--- src/verilog/baud_pkg.sv ---
// Constants and types shared by the bit-rate clock generator.
package baud_pkg;
  typedef enum logic [1:0] {
    MODE_ASYNC = 2'h0,
    MODE_SYNC_MASTER = 2'h1,
    MODE_SYNC_SLAVE = 2'h2,
    MODE_SPI_MASTER = 2'h3
  } clk_mode_t;
  localparam int unsigned PERIOD_W = 12;
  localparam logic [11:0] PERIOD_MAX = 12'hfff;
  localparam logic [3:0] SCALE_MAX = 4'h7;
  localparam logic [3:0] SCALE_MIN = 4'h9;
  localparam logic [4:0] OS_NORMAL = 5'h10;
  localparam logic [4:0] OS_DOUBLE = 5'h08;
  localparam logic RST_XCK = 1'b0;
  localparam logic [11:0] RST_PERIOD = 12'h000;
endpackage

--- src/verilog/xfer_clk_sync.sv ---
// Two-stage synchroniser and edge detector for the transfer clock pin.
`timescale 1ns/1ps
module xfer_clk_sync (
  // Clock and reset
  input wire logic clk,
  input wire logic resetn,
  // Pin from the far party
  input wire logic pin,
  // Synchronised edges, one cycle each
  output logic rise,
  output logic fall
);
  logic s1_q;
  logic s2_q;
  logic s3_q;

  // Only the second stage reads the first, so metastability cannot spread.
  always_ff @(posedge clk or negedge resetn) begin
    if (!resetn) begin
      s1_q <= 1'b0;
      s2_q <= 1'b0;
      s3_q <= 1'b0;
    end else begin
      s1_q <= pin;
      s2_q <= s1_q;
      s3_q <= s2_q;
    end
  end

  assign rise = s2_q & ~s3_q;
  assign fall = ~s2_q & s3_q;
endmodule

--- src/verilog/baud_clock_gen.sv ---
// Fractional bit-rate clock generator for the serial transceiver.
//
// Contract
// - Four clocking modes; bit clock internal or from the transfer clock pin.
// - Internal generator serves async, synchronous master and SPI master.
// - Synchronous slave takes its bit clock from the transfer clock pin.
// - Period setting is 12 bits, any value 0 to 4095.
// - Scale exponent is signed -7 to +7 for fractional division.
// - Normal async rate uses factor 16, with 2^scale or fractional period.
// - Double speed uses factor 8 instead of 16.
// - Synchronous and SPI master rate is clock over 2*(period+1).
// - Pin clock is sampled, must run below a quarter of clk.
// - Double speed receiver uses 8 samples per bit, else 16.
`timescale 1ns/1ps
module baud_clock_gen (
  // Clock and reset
  input wire logic clk,
  input wire logic resetn,
  // Configuration
  input wire logic enable,
  input wire logic [1:0] clock_mode,
  input wire logic double_speed_select,
  input wire logic [11:0] rate_period_setting,
  input wire logic [3:0] rate_scale_exponent,
  // Transfer clock pin
  input wire logic transfer_clock_pin_in,
  output logic transfer_clock_pin_out,
  output logic transfer_clock_pin_oe,
  // Ticks and samples per bit to the shift logic
  output logic sample_tick,
  output logic bit_tick,
  output logic setup_tick,
  output logic [4:0] samples_per_bit
);
  // Values of -8 are clamped to -7, the last legal magnitude.
  function automatic logic [2:0] scale_mag(input logic [3:0] s);
    if (s == 4'h8) begin
      return 3'h7;
    end else if (s[3]) begin
      return 3'(4'(~s + 4'h1));
    end else begin
      return s[2:0];
    end
  endfunction

  function automatic logic [7:0] pow2(input logic [2:0] m);
    return 8'(8'h01 << m);
  endfunction

  baud_pkg::clk_mode_t mode;
  logic is_async;
  logic is_master;
  logic neg;
  logic [2:0] mag;
  logic [6:0] mask;
  logic [11:0] shr;
  logic [7:0] frac_sum;
  logic carry;
  logic [6:0] frac_d;
  logic [11:0] reload_d;
  logic [11:0] first_reload;
  logic [6:0] sc_last;
  logic [4:0] spb;
  logic [18:0] cfg;
  logic [18:0] cfg_q;
  logic restart;
  logic pre_tick;
  logic itick;
  logic [11:0] cnt_q;
  logic [6:0] frac_q;
  logic [6:0] sc_q;
  logic [4:0] os_q;
  logic xck_q;
  logic pin_rise;
  logic pin_fall;

  assign mode = baud_pkg::clk_mode_t'(clock_mode);
  assign is_async = mode == baud_pkg::MODE_ASYNC;
  assign is_master = mode == baud_pkg::MODE_SYNC_MASTER ||
                     mode == baud_pkg::MODE_SPI_MASTER;
  assign mag = is_async ? scale_mag(rate_scale_exponent) : 3'h0;
  assign neg = is_async & rate_scale_exponent[3] & (mag != 3'h0);
  assign mask = 7'(pow2(mag) - 8'h01);
  assign shr = 12'(rate_period_setting >> mag);
  // The low bits dropped by the shift build up here and add one cycle
  // whenever they overflow, which gives the fractional period on average.
  assign frac_sum = {1'b0, frac_q} + {1'b0, rate_period_setting[6:0] & mask};
  assign carry = neg && (frac_sum >= pow2(mag));
  assign frac_d = 7'(frac_sum - (carry ? pow2(mag) : 8'h00));
  assign first_reload = neg ? shr : rate_period_setting;
  assign reload_d = neg ? 12'(shr + {11'h000, carry}) : rate_period_setting;
  assign sc_last = (is_async && !neg) ? 7'(pow2(mag) - 8'h01) : 7'h00;
  assign spb = double_speed_select ? baud_pkg::OS_DOUBLE
                                   : baud_pkg::OS_NORMAL;

  assign cfg = {clock_mode, double_speed_select, rate_period_setting,
                rate_scale_exponent};
  assign restart = (cfg != cfg_q) || !enable;
  assign pre_tick = !restart && (is_async || is_master) &&
                    (cnt_q == 12'h000);
  assign itick = pre_tick && (sc_q == sc_last);

  xfer_clk_sync u_sync (
    .clk(clk),
    .resetn(resetn),
    .pin(transfer_clock_pin_in),
    .rise(pin_rise),
    .fall(pin_fall)
  );

  always_ff @(posedge clk or negedge resetn) begin
    if (!resetn) begin
      cfg_q <= 19'h00000;
    end else begin
      cfg_q <= cfg;
    end
  end

  // Rate divider: one pre-tick per expiry of the down-counter.
  always_ff @(posedge clk or negedge resetn) begin
    if (!resetn) begin
      cnt_q <= baud_pkg::RST_PERIOD;
      frac_q <= 7'h00;
      sc_q <= 7'h00;
    end else if (restart) begin
      cnt_q <= first_reload;
      frac_q <= 7'h00;
      sc_q <= 7'h00;
    end else if (pre_tick) begin
      cnt_q <= reload_d;
      frac_q <= frac_d;
      sc_q <= (sc_q == sc_last) ? 7'h00 : 7'(sc_q + 7'h01);
    end else if (cnt_q != 12'h000) begin
      cnt_q <= 12'(cnt_q - 12'h001);
    end
  end

  // Oversampling counter: a bit lasts 16 or 8 sample ticks in async modes.
  always_ff @(posedge clk or negedge resetn) begin
    if (!resetn) begin
      os_q <= 5'h0f;
    end else if (restart) begin
      os_q <= 5'(spb - 5'h01);
    end else if (itick && is_async) begin
      os_q <= (os_q == 5'h00) ? 5'(spb - 5'h01) : 5'(os_q - 5'h01);
    end
  end

  // Master transfer clock: one half period per expiry.
  always_ff @(posedge clk or negedge resetn) begin
    if (!resetn) begin
      xck_q <= baud_pkg::RST_XCK;
    end else if (restart || !is_master) begin
      xck_q <= baud_pkg::RST_XCK;
    end else if (itick) begin
      xck_q <= ~xck_q;
    end
  end

  // Registered ticks; data changes on the rising edge, sampling on the fall.
  always_ff @(posedge clk or negedge resetn) begin
    if (!resetn) begin
      sample_tick <= 1'b0;
      bit_tick <= 1'b0;
      setup_tick <= 1'b0;
    end else if (mode == baud_pkg::MODE_SYNC_SLAVE) begin
      sample_tick <= 1'b0;
      bit_tick <= pin_fall && enable;
      setup_tick <= pin_rise && enable;
    end else if (is_master) begin
      sample_tick <= 1'b0;
      bit_tick <= itick && xck_q;
      setup_tick <= itick && !xck_q;
    end else begin
      sample_tick <= itick;
      bit_tick <= itick && (os_q == 5'h00);
      setup_tick <= 1'b0;
    end
  end

  always_ff @(posedge clk or negedge resetn) begin
    if (!resetn) begin
      transfer_clock_pin_out <= baud_pkg::RST_XCK;
      transfer_clock_pin_oe <= 1'b0;
      samples_per_bit <= baud_pkg::OS_NORMAL;
    end else begin
      transfer_clock_pin_out <= xck_q;
      transfer_clock_pin_oe <= is_master && enable;
      samples_per_bit <= spb;
    end
  end

  // Helper: cycles between internal ticks under a stable setting.
  logic [19:0] gap_q;
  logic seen_q;
  logic [19:0] exp_pos;
  assign exp_pos = 20'({8'h00, rate_period_setting} + 20'h00001) << mag;
  always_ff @(posedge clk or negedge resetn) begin
    if (!resetn) begin
      gap_q <= 20'h00000;
      seen_q <= 1'b0;
    end else if (restart) begin
      gap_q <= 20'h00000;
      seen_q <= 1'b0;
    end else if (itick) begin
      gap_q <= 20'h00000;
      seen_q <= 1'b1;
    end else begin
      gap_q <= 20'(gap_q + 20'h00001);
    end
  end
endmodule

--- config.mk ---
export PLATFORM = sky130hd
export DESIGN_NAME = baud_clock_gen
export DESIGN_NICKNAME = d
export VERILOG_FILES = /design/src/verilog/baud_pkg.sv /design/src/verilog/xfer_clk_sync.sv /design/src/verilog/baud_clock_gen.sv
export SDC_FILE = /design/constraint.sdc
export NUM_CORES = 1
export LEC_CHECK = 0
export BUFFER_PORTS_ARGS = -buffer_cell sky130_fd_sc_hd__buf_2
export CAP_MARGIN = 20
export CORE_UTILIZATION = 50
export CTS_BUF_LIST = sky130_fd_sc_hd__clkbuf_8
export DETAILED_ROUTE_END_ITERATION = 8
export PLACE_DENSITY = 0.65
export SLEW_MARGIN = 15
export SYNTH_ARGS = -nofsm -noshare
export SYNTH_HDL_FRONTEND = slang
export SYNTH_HIERARCHICAL = 1
export SYNTH_SLANG_ARGS = --single-unit
export TNS_END_PERCENT = 100
--- constraint.sdc ---
create_clock -name clk -period 4.8 [get_ports clk]
set_input_delay 0.72 -clock clk [delete_from_list [all_inputs] [get_ports clk]]
set_output_delay 0.72 -clock clk [all_outputs]
set_load 0.01 [all_outputs]
# ---- Word level (Yosys, flattened, before mapping)
# Index checks and enable logic that the tools add are counted.
dict set report word_totals {
  register_bits 64
}
dict set report classes {
  add_sub_neg 9
  order_cmp 1
  n_eq_ne 6
  shifts 2
  n_mux 27
  bitwise 9
  n_reduce_logical 30
}
# cell n
set ops {}
lappend ops {{$mux 12} 5}
lappend ops {{$mux 7} 7}
lappend ops {{$mux 5} 4}
lappend ops {{$ne 19x19->1} 1}
lappend ops {{$add 12x1->12} 1}
lappend ops {{$logic_and 1x1->1} 12}
lappend ops {{$logic_not 12->1} 1}
lappend ops {{$reduce_bool 12->1} 1}
lappend ops {{$shr 12x3->12} 1}
lappend ops {{$sub 12x1->12 const B} 1}
lappend ops {{$sub 5x1->5 const B} 2}
lappend ops {{$mux 3} 3}
lappend ops {{$add 7x7->8} 1}
lappend ops {{$ge 8x8->1} 1}
lappend ops {{$mux 1} 8}
lappend ops {{$shl 1x3->8 const A} 1}
lappend ops {{$add 7x1->7 const B} 1}
lappend ops {{$and 7x7->7} 1}
lappend ops {{$eq 7x7->1} 1}
lappend ops {{$sub 7x1->7 const B} 1}
lappend ops {{$sub 7x7->7} 1}
lappend ops {{$reduce_bool 2->1} 3}
lappend ops {{$reduce_bool 3->1} 2}
lappend ops {{$logic_not 1->1} 5}
lappend ops {{other kinds (10)} 19}

# ---- Depth between registers and ports, before layout
# Gate-level depths: netlist of run 1.
dict set report logic_depth {
  ltp_word 15
  depth_mapped 34
  mapped_depth_nobuf 33
}

# ---- Hierarchy
# Netlist of run 1, hierarchy kept.
# module instances cells_per_inst area_per_inst_um2 seq_area_each_um2
set modules_own_cells {}
lappend modules_own_cells {baud_clock_gen 1 606 4928.5 1432.6}
lappend modules_own_cells {xfer_clk_sync 1 5 90.1 75.1}

# ---- Least setup slack after synthesis of run 1
# No wires, ideal clock.
dict set report synth_path {
  path_type {input to register}
  start {in rate_scale_exponent[1]}
  end {reg frac_q[6]}
  setup_time_ns 0.136
  t_arrival_ns 6.548
  t_required_ns 4.664
  setup_slack_ns -1.884
  stages 31
  path_buffers 3
  path_cell_list {clkbuf_1 > inv_1 > ha_1 > nor2b_1 > a211o_1 > clkbuf_1 > nand3_1 > ha_1 > clkbuf_1 > or4_1 > a21o_1 > and2_4 > and2b_1 > ha_1 > xnor2_1 > ha_1 > nand3_1 > a311o_1 > a21oi_1 > nor3_1 > nor2_1 > nand3_1 > ha_1 > nor2b_1 > o21ai_0 > nand2b_1 > a21o_1 > a21oi_1 > xnor3_1 > nand2_1 > a21oi_1}
}
dict set report synth_via {
  elab_chain_len 15
  elab_cells_between_ends 24
}
# element line
set synth_lines {}
lappend synth_lines {{start, declared} baud_clock_gen.sv:24} ;# input wire logic [3:0] rate_scale_exponent,
lappend synth_lines {{$not 3->3} baud_clock_gen.sv:40} ;# return 3'(4'(~s + 4'h1));
lappend synth_lines {{$add 3x1->3} baud_clock_gen.sv:40}
lappend synth_lines {{$mux 3} baud_clock_gen.sv:39} ;# end else if (s[3]) begin
lappend synth_lines {{$mux 3} baud_clock_gen.sv:37} ;# if (s == 4'h8) begin
lappend synth_lines {{$mux 3} baud_clock_gen.sv:81} ;# assign mag = is_async ? scale_mag(rate_scale_exponent) : 3'h0;
lappend synth_lines {{$shl 1x3->8} baud_clock_gen.sv:47} ;# return 8'(8'h01 << m);
lappend synth_lines {{$sub 7x1->7} baud_clock_gen.sv:83} ;# assign mask = 7'(pow2(mag) - 8'h01);
lappend synth_lines {{$and 7x7->7} baud_clock_gen.sv:87} ;# assign frac_sum = {1'b0, frac_q} + {1'b0, rate_period_setting[6:0] & mask};
lappend synth_lines {{$add 7x7->8} baud_clock_gen.sv:87}
lappend synth_lines {{$ge 8x8->1} baud_clock_gen.sv:88} ;# assign carry = neg && (frac_sum >= pow2(mag));
lappend synth_lines {{$logic_and 1x1->1} baud_clock_gen.sv:88}
lappend synth_lines {{$mux 7} baud_clock_gen.sv:89} ;# assign frac_d = 7'(frac_sum - (carry ? pow2(mag) : 8'h00));
lappend synth_lines {{$sub 7x7->7} baud_clock_gen.sv:89}
lappend synth_lines {{$mux 7} baud_clock_gen.sv:129} ;# end else if (pre_tick) begin
lappend synth_lines {{$mux 7} baud_clock_gen.sv:125} ;# end else if (restart) begin
lappend synth_lines {{end signal, assigned} baud_clock_gen.sv:131} ;# frac_q <= frac_d;
lappend synth_lines {{end, declared} baud_clock_gen.sv:70} ;# logic [6:0] frac_q;
# Several ways; a longest one is shown, not always the timed one. The select of a mux whose other input is x is not followed.
# A chain may end at the register's enable or synchronous reset.

# ---- Final worst setup path of run 1
dict set report layout_path {
  start {in rate_scale_exponent[0]}
  end {reg frac_q[6]}
}
# Same word-level chain as after synthesis.

==> results of run 1 <==
==> power groups by stage <==
stage | combinational [W] | sequential, W | clock, W
6_report | 0.000451 | 0.000541 | 0.000464
5_1_grt | 0.000489 | 0.000544 | 0.000497
4_1_cts | 0.000436 | 0.000541 | 0.000473
3_5_place_dp | 0.000391 | 0.000550 | 0
3_3_place_gp | 0.000381 | 0.000549 | 0
2_1_floorplan | 0.000250 | 0.000548 | 0
==> sequential cells by signal (all words and copies together) (netlist names), 5 cells and up <==
| register | cells |
|---|---|
| os_q | 5 |
| cnt_q | 12 |
| sc_q | 7 |
| frac_q | 7 |
| cfg_q | 19 |
==> what timing repair did <==
action                                  4_1_cts  5_1_grt
pin swaps                                    53       44
gates resized for setup                      57       19
buffers inserted                             20        7
endpoints found under the setup margin       18       18
==> layout make-up <==
| type | instances | share of cell area [%] |
|---|---|---|
| multi-input cells | 498 | 55.76 |
| flip-flops and latches | 60 | 22.73 |
| repair buffers | 135 | 14.83 |
| well taps | 133 | 2.509 |
| clock buffers | 9 | 1.868 |
| inverters | 20 | 1.283 |
| clock inverters | 7 | 1.019 |
==> routing by layer <==
| metal | part of all wire, % | routed length, um | vias to the layer above | track usage, % |
|---|---|---|---|---|
| met5 | 0 | 0 | - | 0 |
| met3 | 7.5 | 1185 | 49 | 7.387 |
| met2 | 47 | 7385 | 204 | 52.50 |
| met4 | 3.3 | 520 | 0 | 12.20 |
| li1 | - | - | 2421 | - |
| met1 | 42 | 6645 | 2488 | 41.38 |
==> cell families (layout without fill, tap and decap cells) <==
group	Yosys count	in the layout	synth area share, %
AND/OR/NAND/NOR	248	248	25.08
AO/OA/AOI/OAI	152	152	19.52
flip-flops	60	60	30.04
buffers and inverters	56	171	5.061
XOR/XNOR	40	40	7.255
adder cells (fa/ha/maj)	28	28	7.280
multiplexers	26	26	5.684
other	1	4	0.07472
==> through the flow <==
stage / instances / area (sq um) / TNS [ns]
2_1_floorplan: 614 / 5209 / -10.43
3_3_place_gp: 825 / 5928 / -11.82
3_5_place_dp: 825 / 5928 / -14.59
4_1_cts: 858 / 6513 / -4.124
5_1_grt: 862 / 6633 / -7.517
6_report: 862 / 6633 / -3.565
==> worst max-delay path, delay by kind of cell <==
| kind | cells | cell delay [ns] |
|---|---|---|
| buffers and inverters | 4 | 0.25 |
| XOR/XNOR | 1 | 0.23 |
| AO/OA/AOI/OAI | 12 | 1.85 |
| AND/OR/NAND/NOR | 12 | 1.46 |
| adder cells (fa/ha/maj) | 5 | 1.09 |
==> cell usage in the layout, fill, tap and decap left out, types with 8 or more instances in the layout <==
cell      count
o211ai_1      8
nor4_1       10
nand2b_1      9
buf_6         8
nand3_1      25
nor3_1       11
nor2_1       46
mux2_2        8
ha_4         11
mux2i_1      15
dfrtp_1      55
clkbuf_8      9
a21oi_1      34
xnor2_1      18
buf_2        27
o21ai_1      11
buf_4        99
inv_1        17
nand2_1      69
o21ai_0      23
a21oi_2      14
ha_1         15
xor2_1       17
a31oi_1       8
nand4_1       8
==> worst max-delay path by stage <==
stage / startpoint / endpoint / slack [ns] / cells after the start
after global placement: rate_scale_exponent[0] / frac_q[6] / -0.96 / 34
after global routing: rate_scale_exponent[0] / frac_q[6] / -0.78 / 34
after detailed placement: rate_scale_exponent[0] / frac_q[5] / -1.16 / 33
after CTS: rate_scale_exponent[0] / frac_q[6] / -0.61 / 30
final: rate_scale_exponent[0] / frac_q[6] / -0.55 / 34
after floorplan: rate_scale_exponent[1] / frac_q[6] / -1.04 / 31
==> synthesized netlist by cell type, types with 9 or more instances <==
cell type	number	area [sq um]
nor3_1	12	60.06
nand2b_1	10	62.56
a21oi_1	48	240.2
dfrtp_1	55	1376
mux2i_1	15	150.1
xor2_1	18	157.7
nor2_1	48	180.2
inv_1	19	71.32
nand3_1	32	160.2
o21ai_0	33	165.2
ha_1	26	325.3
xnor2_1	21	183.9
clkbuf_1	22	82.58
a31oi_1	9	56.30
mux2_2	9	101.4
nor4_1	11	68.82
nand2_1	73	274.0
==> impl_table.tex, run 1 <==
\begin{tabular}{lr}
\hline
Metric & Value \\
\hline
\multicolumn{2}{l}{\textbf{Drt}} \\
Post-route antenna net violation count & 0 \\
DRC Markers & 0 \\
WL final & 15,740 um \\
First-pass iteration count of the detailed router & 5 \\
Post-detailed-route wirelength per cell & 18.26 um \\
Routed vias & 5,162 \\
Average via count per standard cell & 5.988 \\
Detailed Route Iter0 Violations & 590 \\
\multicolumn{2}{l}{\textbf{Logic synthesis}} \\
Async set or reset register ratio after synthesis & 100.0\% \\
Count of different cell masters after synthesis & 80 \\
Top flip-flop cell by instance count after synthesis & dfrtp\_1 \\
Post-synthesis cell count & 611 \\
Sequential area share after synthesis & 30.04\% \\
Area of the mapped netlist & 0.005019 sq mm \\
Count of synthesis-stage warnings from yosys & 6 \\
Register bit count reported by yosys & 60 \\
Average footprint of a synthesized cell & 8.214 sq um \\
Number of enable flip-flop cells after synthesis & 0 \\
\multicolumn{2}{l}{\textbf{Global routing}} \\
Vias in the first global route & 4,873 \\
Maximum number of pins on one net before global-route repair & 44 \\
Remaining global-route overflow & 0 \\
Global-route wire length before repair & 25,270 um \\
Aggregate global-route resource usage & 32.14\% \\
Initial antenna violation count & 0 \\
\multicolumn{2}{l}{\textbf{Clock tree}} \\
Hold buffers post-CTS & 0 \\
Level count of the clock H-tree & 3 \\
Root buffer selected by CTS & clkbuf\_8 \\
TritonCTS clock tree & yes \\
Cts bufs inserted & 9 \\
Clock insertion delay at the later pin of the skew report & 0.37 ns \\
Max Buffers Root-to-Sink & 2 \\
Clock-pin slew on the worst setup and hold paths & 0.08 ns \\
Number of clock sinks seen by CTS & 60 \\
\multicolumn{2}{l}{\textbf{Floorplanning}} \\
Initial Utilization & 51.58\% \\
Die X & 102.2 um \\
Vertical extent of the die & 102.2 um \\
Site row count & 36 \\
IO Count & 33 \\
Core area & 0.009729 sq mm \\
Die Area & 0.01044 sq mm \\
\multicolumn{2}{l}{\textbf{Setup path}} \\
Maximum single-stage delay on the critical path & 0.36 ns \\
Required time reported for the critical path endpoint & 5.06 ns \\
Slowest CP cell & or3\_4 \\
Element type at the critical path start & primary input \\
Worst Path Max Fanout & 5 \\
Flop2flop setup slack & 0.51 ns \\
Number of cells on the worst reg-to-reg path & 26 \\
Start of the worst register-to-register path & frac\_q[0] \\
Worst EP arrival & 5.61 ns \\
Cell repeated most along the worst path & a21oi\_2 \\
Critical path endpoint category & register \\
Worst Setup Path Type & primary input to register \\
Terminus of the critical flop-to-flop path & frac\_q[6] \\
\multicolumn{2}{l}{\textbf{STA}} \\
Min Clock Period, post-route & 5.354 ns \\
Tightest Pin Transition & 0.6733 ns \\
Setup repair after global routing missed its margin & true \\
Final critical-path share of the clock period & 111.5\% \\
Final hold violation count & 0 \\
Final WS setup & -0.5540 ns \\
Final number of setup-violating endpoints & 15 \\
Maximum clock frequency & 186.8 MHz \\
Slew HR & 55.11\% \\
Min Hold Slack & 0.3065 ns \\
Final setup skew & 0.01702 ns \\
Final slew viol count & 0 \\
\multicolumn{2}{l}{\textbf{Placement}} \\
Detail Placement HPWL & 11,500 um \\
Number of buffer cells added on primary ports & 29 \\
Post-placement worst setup slack & -1.162 ns \\
Final weighted congestion of routability-driven global placement & 0.9042 \\
\multicolumn{2}{l}{\textbf{Power and ir drop}} \\
Reported net switching power & 0.0004826 W \\
Power density over the cells & 219.6 mW/mm\^{}2 \\
Leak pwr & 2.950 nW \\
Switching Share & 33.14\% \\
Power Internal & 0.0009738 W \\
Pwr Total & 0.001456 W \\
Seq pwr share & 37.2\% \\
Share of total power in the clock network & 31.9\% \\
Part of the total power dissipated in combinational logic & 31.0\% \\
Peak supply drop & 185.1 uV \\
\multicolumn{2}{l}{\textbf{Final layout}} \\
Share of layout cells above drive strength 1 & 34.16\% \\
Filler cell count & 810 \\
Area occupied by registers & 0.001508 sq mm \\
Total Nets Final & 775 \\
Total area of multi-input combinational cells & 0.003699 sq mm \\
Antenna Diode Count & 0 \\
Final core area utilization & 68.17\% \\
Layout Area Growth over Synthesis & 32.16\% \\
\multicolumn{2}{l}{\textbf{Job}} \\
Number of max-cap violations & 0 \\
\multicolumn{2}{l}{\textbf{Run status}} \\
Failing checks & setup timing \\
Run status & finished with violations \\
\multicolumn{2}{l}{\textbf{Hold path}} \\
Hold WC Path Type & primary input to asynchronous set/reset pin \\
\hline
\end{tabular}
No activity file was read; power rests on OpenSTA's default activity.
==> run 2, diff against run 1 <==
- CAP_MARGIN: 20 -> 30
- CORE_ASPECT_RATIO: not set -> 1.2
==> impl_table.tex, run 2 (synthesis gave the netlist of run 1 again) <==
\begin{tabular}{lr}
\hline
Metric & Value \\
\hline
\multicolumn{2}{l}{\textbf{Run status}} \\
Run status & finished with violations (unchanged) \\
Failing checks & setup timing (unchanged) \\
\multicolumn{2}{l}{\textbf{Setup path}} \\
Critical path endpoint category & register (unchanged) \\
Slowest CP cell & or4\_1 (was or3\_4) \\
Worst Path Max Fanout & 6 (was 5) \\
Crit path buffers/inverters & 2 (was 4) \\
Worst EP arrival & 5.62 ns (was 5.61 ns) \\
Worst Setup Path Type & primary input to register (unchanged) \\
Cell repeated most along the worst path & ha\_4 (was a21oi\_2) \\
Required time reported for the critical path endpoint & 5.09 ns (was 5.06 ns) \\
Maximum single-stage delay on the critical path & 0.47 ns (was 0.36 ns) \\
Largest delay contributor family on the critical path & simple AND/OR/NAND/NOR gates (was compound AO/OA/AOI/OAI gates) \\
Element type at the critical path start & primary input (unchanged) \\
\multicolumn{2}{l}{\textbf{STA}} \\
Maximum clock frequency & 187.3 MHz (was 186.8 MHz) \\
Min Hold Slack & 0.3530 ns (was 0.3065 ns) \\
Final critical-path share of the clock period & 111.2\% (was 111.5\%) \\
Slew HR & 49.83\% (was 55.11\%) \\
Final hold violation count & 0 (unchanged) \\
Tightest Pin Transition & 0.7525 ns (was 0.6733 ns) \\
Summed negative setup slack over all endpoints & -3.463 ns (was -3.565 ns) \\
Final slew viol count & 0 (unchanged) \\
Final number of setup-violating endpoints & 16 (was 15) \\
Final setup skew & 0.01390 ns (was 0.01702 ns) \\
Min Clock Period, post-route & 5.339 ns (was 5.354 ns) \\
Final WS setup & -0.5388 ns (was -0.5540 ns) \\
Setup repair after global routing missed its margin & true (unchanged) \\
\multicolumn{2}{l}{\textbf{Global routing}} \\
Vias in the first global route & 5,161 (was 4,873) \\
Maximum number of pins on one net before global-route repair & 61 (was 44) \\
Remaining global-route overflow & 0 (unchanged) \\
Initial antenna violation count & 0 (unchanged) \\
Global-route wire length before repair & 25,880 um (was 25,270 um) \\
Aggregate global-route resource usage & 32.13\% (was 32.14\%) \\
\multicolumn{2}{l}{\textbf{Power and ir drop}} \\
Power density over the cells & 220.6 mW/mm\^{}2 (was 219.6 mW/mm\^{}2) \\
Pwr Total & 0.001419 W (was 0.001456 W) \\
Peak supply drop & 142.1 uV (was 185.1 uV) \\
Leak pwr & 2.847 nW (was 2.950 nW) \\
\multicolumn{2}{l}{\textbf{Clock tree}} \\
Cts bufs inserted & 9 (unchanged) \\
Root buffer selected by CTS & clkbuf\_8 (unchanged) \\
Number of clock sinks seen by CTS & 60 (unchanged) \\
Level count of the clock H-tree & 3 (unchanged) \\
TritonCTS clock tree & yes (unchanged) \\
Max Buffers Root-to-Sink & 2 (unchanged) \\
Clock insertion delay at the later pin of the skew report & 0.36 ns (was 0.37 ns) \\
Clock-pin slew on the worst setup and hold paths & 0.08 ns (about the same) \\
\multicolumn{2}{l}{\textbf{Floorplanning}} \\
IO Count & 33 (unchanged) \\
Site row count & 39 (was 36) \\
Die X & 93.46 um (was 102.2 um) \\
Initial Utilization & 52.21\% (was 51.58\%) \\
Core area & 0.009613 sq mm (was 0.009729 sq mm) \\
Vertical extent of the die & 111.7 um (was 102.2 um) \\
Die Area & 0.01044 sq mm (about the same) \\
\multicolumn{2}{l}{\textbf{Final layout}} \\
Filler cell count & 799 (was 810) \\
Largest registers ranked by flip-flop count & cfg\_q (19), cnt\_q (12) (unchanged) \\
Antenna Diode Count & 0 (unchanged) \\
Layout Area Growth over Synthesis & 28.15\% (was 32.16\%) \\
Final cell area excluding filler cells & 0.006431 sq mm (was 0.006633 sq mm) \\
Register with the most flip-flops & cfg\_q (unchanged) \\
Total Nets Final & 763 (was 775) \\
Commonest cells after routing, fill and taps aside & 91 x buf\_4, 72 x nand2\_1, 55 x dfrtp\_1, 45 x nor2\_1, 38 x a21oi\_1 (was 99 x buf\_4, 69 x nand2\_1, 55 x dfrtp\_1, 46 x nor2\_1, 34 x a21oi\_1) \\
Commonest non-fill, non-tap cell in the layout & buf\_4 (unchanged) \\
Flip-flop count of the largest register, all copies and words added & 19 (unchanged) \\
Share of layout cells above drive strength 1 & 31.66\% (was 34.16\%) \\
\multicolumn{2}{l}{\textbf{Drt}} \\
WL final & 15,730 um (was 15,740 um) \\
First-pass iteration count of the detailed router & 8 (was 5) \\
Post-route antenna net violation count & 0 (unchanged) \\
DRC Markers & 0 (unchanged) \\
Average via count per standard cell & 6.136 (was 5.988) \\
Detailed Route Iter0 Violations & 345 (was 590) \\
Routed vias & 5,154 (was 5,162) \\
Post-detailed-route wirelength per cell & 18.72 um (was 18.26 um) \\
\multicolumn{2}{l}{\textbf{Placement}} \\
Post-placement worst setup slack & -1.030 ns (was -1.162 ns) \\
Detail Placement HPWL & 11,540 um (was 11,500 um) \\
Number of buffer cells added on primary ports & 29 (unchanged) \\
Final weighted congestion of routability-driven global placement & 0.9227 (was 0.9042) \\
Post-Place Cell Area & 0.005908 sq mm (was 0.005928 sq mm) \\
\multicolumn{2}{l}{\textbf{Hold path}} \\
Hold WC Path Type & register to register (was primary input to asynchronous set/reset pin) \\
\multicolumn{2}{l}{\textbf{Job}} \\
Number of max-cap violations & 0 (unchanged) \\
\hline
\end{tabular}
## run 2: routing by layer
metal  vias to the layer above  share of wire, %  track usage [%]
met5                         -                 0                0
met4                         0               4.4            16.92
met3                        72               6.3            6.284
met2                       240                50            55.49
met1                      2441                39            37.13
li1                       2401                 -                -
## run 2: power breakdown
part / total [W] / internal (W) / switching [W]
Sequential: 0.000540 / 0.000527 / 0.0000138
Clock: 0.000440 / 0.000206 / 0.000235
Combinational: 0.000438 / 0.000201 / 0.000237
Total: 0.00142 / 0.000934 / 0.000485
## run 2: final timing paths
| check | end | from | depth (start not counted) | slack (ns) |
|---|---|---|---|---|
| worst max-delay path | frac_q[5] | rate_scale_exponent[0] | 29 | -0.54 |
| worst min-delay path | u_sync/s2_q | u_sync/s1_q | 0 | 0.35 |
| worst max register to register | frac_q[5] | frac_q[0] | 24 | 0.64 |
| worst min register to register | u_sync/s2_q | u_sync/s1_q | 0 | 0.35 |
| max in group asynchronous | frac_q[4] | resetn | 2 | 3.79 |
| min in group asynchronous | cfg_q[2] | resetn | 2 | 0.51 |
## run 2: final cells by class
cell class	instances	area (sq um)	area share, %
Clock buffer	10	137.6	2.140
Clock inverter	6	47.55	0.7393
Inverter	20	82.58	1.284
Multi-Input combinational cell	498	3623	56.34
Sequential cell	60	1508	23.44
Tap cell	123	153.9	2.393
Timing Repair Buffer	123	878.3	13.66
## run 2: through the flow
| stage | util (%) | instances |
|---|---|---|
| after floorplan | - | 614 |
| after global placement | 61.46 | 814 |
| after detailed placement | 61.46 | 814 |
| after CTS | 66.05 | 837 |
| after global routing | 66.90 | 840 |
| final | 66.90 | 840 |
## run 2: what timing repair did
action                     CTS  global route
setup endpoints to repair   18            18
gates cloned                 0             0
gates resized for setup     41            11
pin swaps                   52            29
hold buffers                 0             0
buffers inserted            12             4
==> run 3, diff against run 2 <==
- SKIP_CTS_REPAIR_TIMING: not set -> 1
==> impl_table.tex, run 3 (synthesis gave the netlist of run 1 again) <==
\begin{tabular}{lr}
\hline
Metric & Value \\
\hline
\multicolumn{2}{l}{\textbf{Run status}} \\
Run status & finished with violations (unchanged) \\
Failing checks & setup timing (unchanged) \\
\multicolumn{2}{l}{\textbf{Placement}} \\
Placed instance count & 814 (unchanged) \\
Number of buffer cells added on primary ports & 29 (unchanged) \\
Final weighted congestion of routability-driven global placement & 0.9227 (unchanged) \\
Detail Placement HPWL & 11,540 um (unchanged) \\
\multicolumn{2}{l}{\textbf{Setup path}} \\
Maximum single-stage delay on the critical path & 0.50 ns (was 0.47 ns) \\
Required time reported for the critical path endpoint & 5.08 ns (was 5.09 ns) \\
Worst Path Max Fanout & 7 (was 6) \\
Slowest CP cell & or4\_1 (unchanged) \\
Cell repeated most along the worst path & ha\_4 (unchanged) \\
Element type at the critical path start & primary input (unchanged) \\
Largest delay contributor family on the critical path & simple AND/OR/NAND/NOR gates (unchanged) \\
Crit path buffers/inverters & 2 (unchanged) \\
Critical path endpoint category & register (unchanged) \\
Flop2flop setup slack & 0.61 ns (was 0.64 ns) \\
Worst Setup Path Type & primary input to register (unchanged) \\
Worst EP arrival & 5.68 ns (was 5.62 ns) \\
\multicolumn{2}{l}{\textbf{Floorplanning}} \\
Vertical extent of the die & 111.7 um (unchanged) \\
Core area & 0.009613 sq mm (unchanged) \\
IO Count & 33 (unchanged) \\
Site row count & 39 (unchanged) \\
Die Area & 0.01044 sq mm (unchanged) \\
Die X & 93.46 um (unchanged) \\
Initial Utilization & 52.21\% (unchanged) \\
\multicolumn{2}{l}{\textbf{Clock tree}} \\
Root buffer selected by CTS & clkbuf\_8 (unchanged) \\
TritonCTS clock tree & yes (unchanged) \\
Number of clock sinks seen by CTS & 60 (unchanged) \\
Max Buffers Root-to-Sink & 2 (unchanged) \\
Cts bufs inserted & 9 (unchanged) \\
Clock-pin slew on the worst setup and hold paths & 0.08 ns (about the same) \\
Level count of the clock H-tree & 3 (unchanged) \\
Clock insertion delay at the later pin of the skew report & 0.36 ns (about the same) \\
\multicolumn{2}{l}{\textbf{STA}} \\
Slew HR & 49.61\% (was 49.83\%) \\
Final WS setup & -0.5999 ns (was -0.5388 ns) \\
Maximum clock frequency & 185.2 MHz (was 187.3 MHz) \\
Setup repair after global routing missed its margin & true (unchanged) \\
Min Clock Period, post-route & 5.400 ns (was 5.339 ns) \\
Min Hold Slack & 0.3532 ns (was 0.3530 ns) \\
Tightest Pin Transition & 0.7558 ns (was 0.7525 ns) \\
Final critical-path share of the clock period & 112.5\% (was 111.2\%) \\
Final setup skew & 0.01608 ns (was 0.01390 ns) \\
Final number of setup-violating endpoints & 18 (was 16) \\
Final hold violation count & 0 (unchanged) \\
Final slew viol count & 0 (unchanged) \\
\multicolumn{2}{l}{\textbf{Drt}} \\
Average via count per standard cell & 6.097 (was 6.136) \\
DRC Markers & 0 (unchanged) \\
Post-detailed-route wirelength per cell & 18.63 um (was 18.72 um) \\
Detailed Route Iter0 Violations & 329 (was 345) \\
First-pass iteration count of the detailed router & 5 (was 8) \\
WL final & 15,570 um (was 15,730 um) \\
Routed vias & 5,097 (was 5,154) \\
Post-route antenna net violation count & 0 (unchanged) \\
\multicolumn{2}{l}{\textbf{Final layout}} \\
Area occupied by registers & 0.001508 sq mm (unchanged) \\
Final Instance Count excl. Fillers & 836 (was 840) \\
Flip-flop count of the largest register, all copies and words added & 19 (unchanged) \\
Total area of multi-input combinational cells & 0.003627 sq mm (was 0.003623 sq mm) \\
Register with the most flip-flops & cfg\_q (unchanged) \\
Commonest cells after routing, fill and taps aside & 86 x buf\_4, 71 x nand2\_1, 55 x dfrtp\_1, 45 x nor2\_1, 37 x a21oi\_1 (was 91 x buf\_4, 72 x nand2\_1, 55 x dfrtp\_1, 45 x nor2\_1, 38 x a21oi\_1) \\
Commonest non-fill, non-tap cell in the layout & buf\_4 (unchanged) \\
Total Nets Final & 759 (was 763) \\
Largest registers ranked by flip-flop count & cfg\_q (19), cnt\_q (12) (unchanged) \\
Share of layout cells above drive strength 1 & 31.28\% (was 31.66\%) \\
Antenna Diode Count & 0 (unchanged) \\
Filler cell count & 794 (was 799) \\
Layout Area Growth over Synthesis & 27.70\% (was 28.15\%) \\
\multicolumn{2}{l}{\textbf{Global routing}} \\
Aggregate global-route resource usage & 31.34\% (was 32.13\%) \\
Maximum number of pins on one net before global-route repair & 61 (unchanged) \\
Vias in the first global route & 5,051 (was 5,161) \\
Initial antenna violation count & 0 (unchanged) \\
Remaining global-route overflow & 0 (unchanged) \\
Global-route wire length before repair & 25,320 um (was 25,880 um) \\
\multicolumn{2}{l}{\textbf{Power and ir drop}} \\
Peak supply drop & 142.6 uV (was 142.1 uV) \\
Power density over the cells & 220.7 mW/mm\^{}2 (was 220.6 mW/mm\^{}2) \\
Leak pwr & 2.838 nW (was 2.847 nW) \\
\multicolumn{2}{l}{\textbf{Hold path}} \\
Hold WC Path Type & register to register (unchanged) \\
\multicolumn{2}{l}{\textbf{Job}} \\
Number of max-cap violations & 0 (unchanged) \\
\hline
\end{tabular}
[run 3: cell count changes in the layout (fill, tap and decap cells not counted), sizes merged]
| cell | previous run | this run |
|---|---|---|
| buf | 123 | 119 |
[run 3: layout make-up]
cell class	count	area share, %
Timing Repair Buffer	119	13.30
Tap cell	123	2.401
Clock inverter	6	0.7419
Inverter	20	1.289
Clock buffer	10	2.148
Sequential cell	60	23.53
Multi-Input combinational cell	498	56.60
[run 3: path summary, 6_finish.rpt]
path	end	startpoint	cells after the start
min in group asynchronous	cfg_q[2]	resetn	2
setup / recovery	frac_q[5]	rate_scale_exponent[0]	29
hold / removal	u_sync/s2_q	u_sync/s1_q	0
setup reg to reg	frac_q[5]	frac_q[0]	24
max in group asynchronous	frac_q[4]	resetn	2
hold reg to reg	u_sync/s2_q	u_sync/s1_q	0
[run 3: through the flow]
stage	area [sq um]	utilization (%)	setup slack (ns)	power, W	setup TNS, ns
floorplan	5209	-	-1.040	0.0007984	-10.43
global placement	5908	61.46	-0.9440	0.0009328	-11.45
detailed placement	5908	61.46	-1.030	0.0009403	-12.88
CTS	6093	63.39	-0.6663	0.001380	-6.330
global route	6409	66.67	-0.8114	0.001484	-8.503
finish	6409	66.67	-0.5999	0.001414	-5.130
[run 3: routing by layer]
layer / global-route usage, % / wire [um] / vias to the layer above
met3: 5.123 / 821 / 57
li1: - / - / 2387
met1: 37.12 / 6228 / 2450
met5: 0 / 0 / -
met2: 54.51 / 7856 / 203
met4: 15.08 / 667 / 0
[run 3: power by group]
part	internal [W]	switching [W]
registers	0.000527	0.0000138
clock network	0.000206	0.000236
logic	0.000197	0.000235
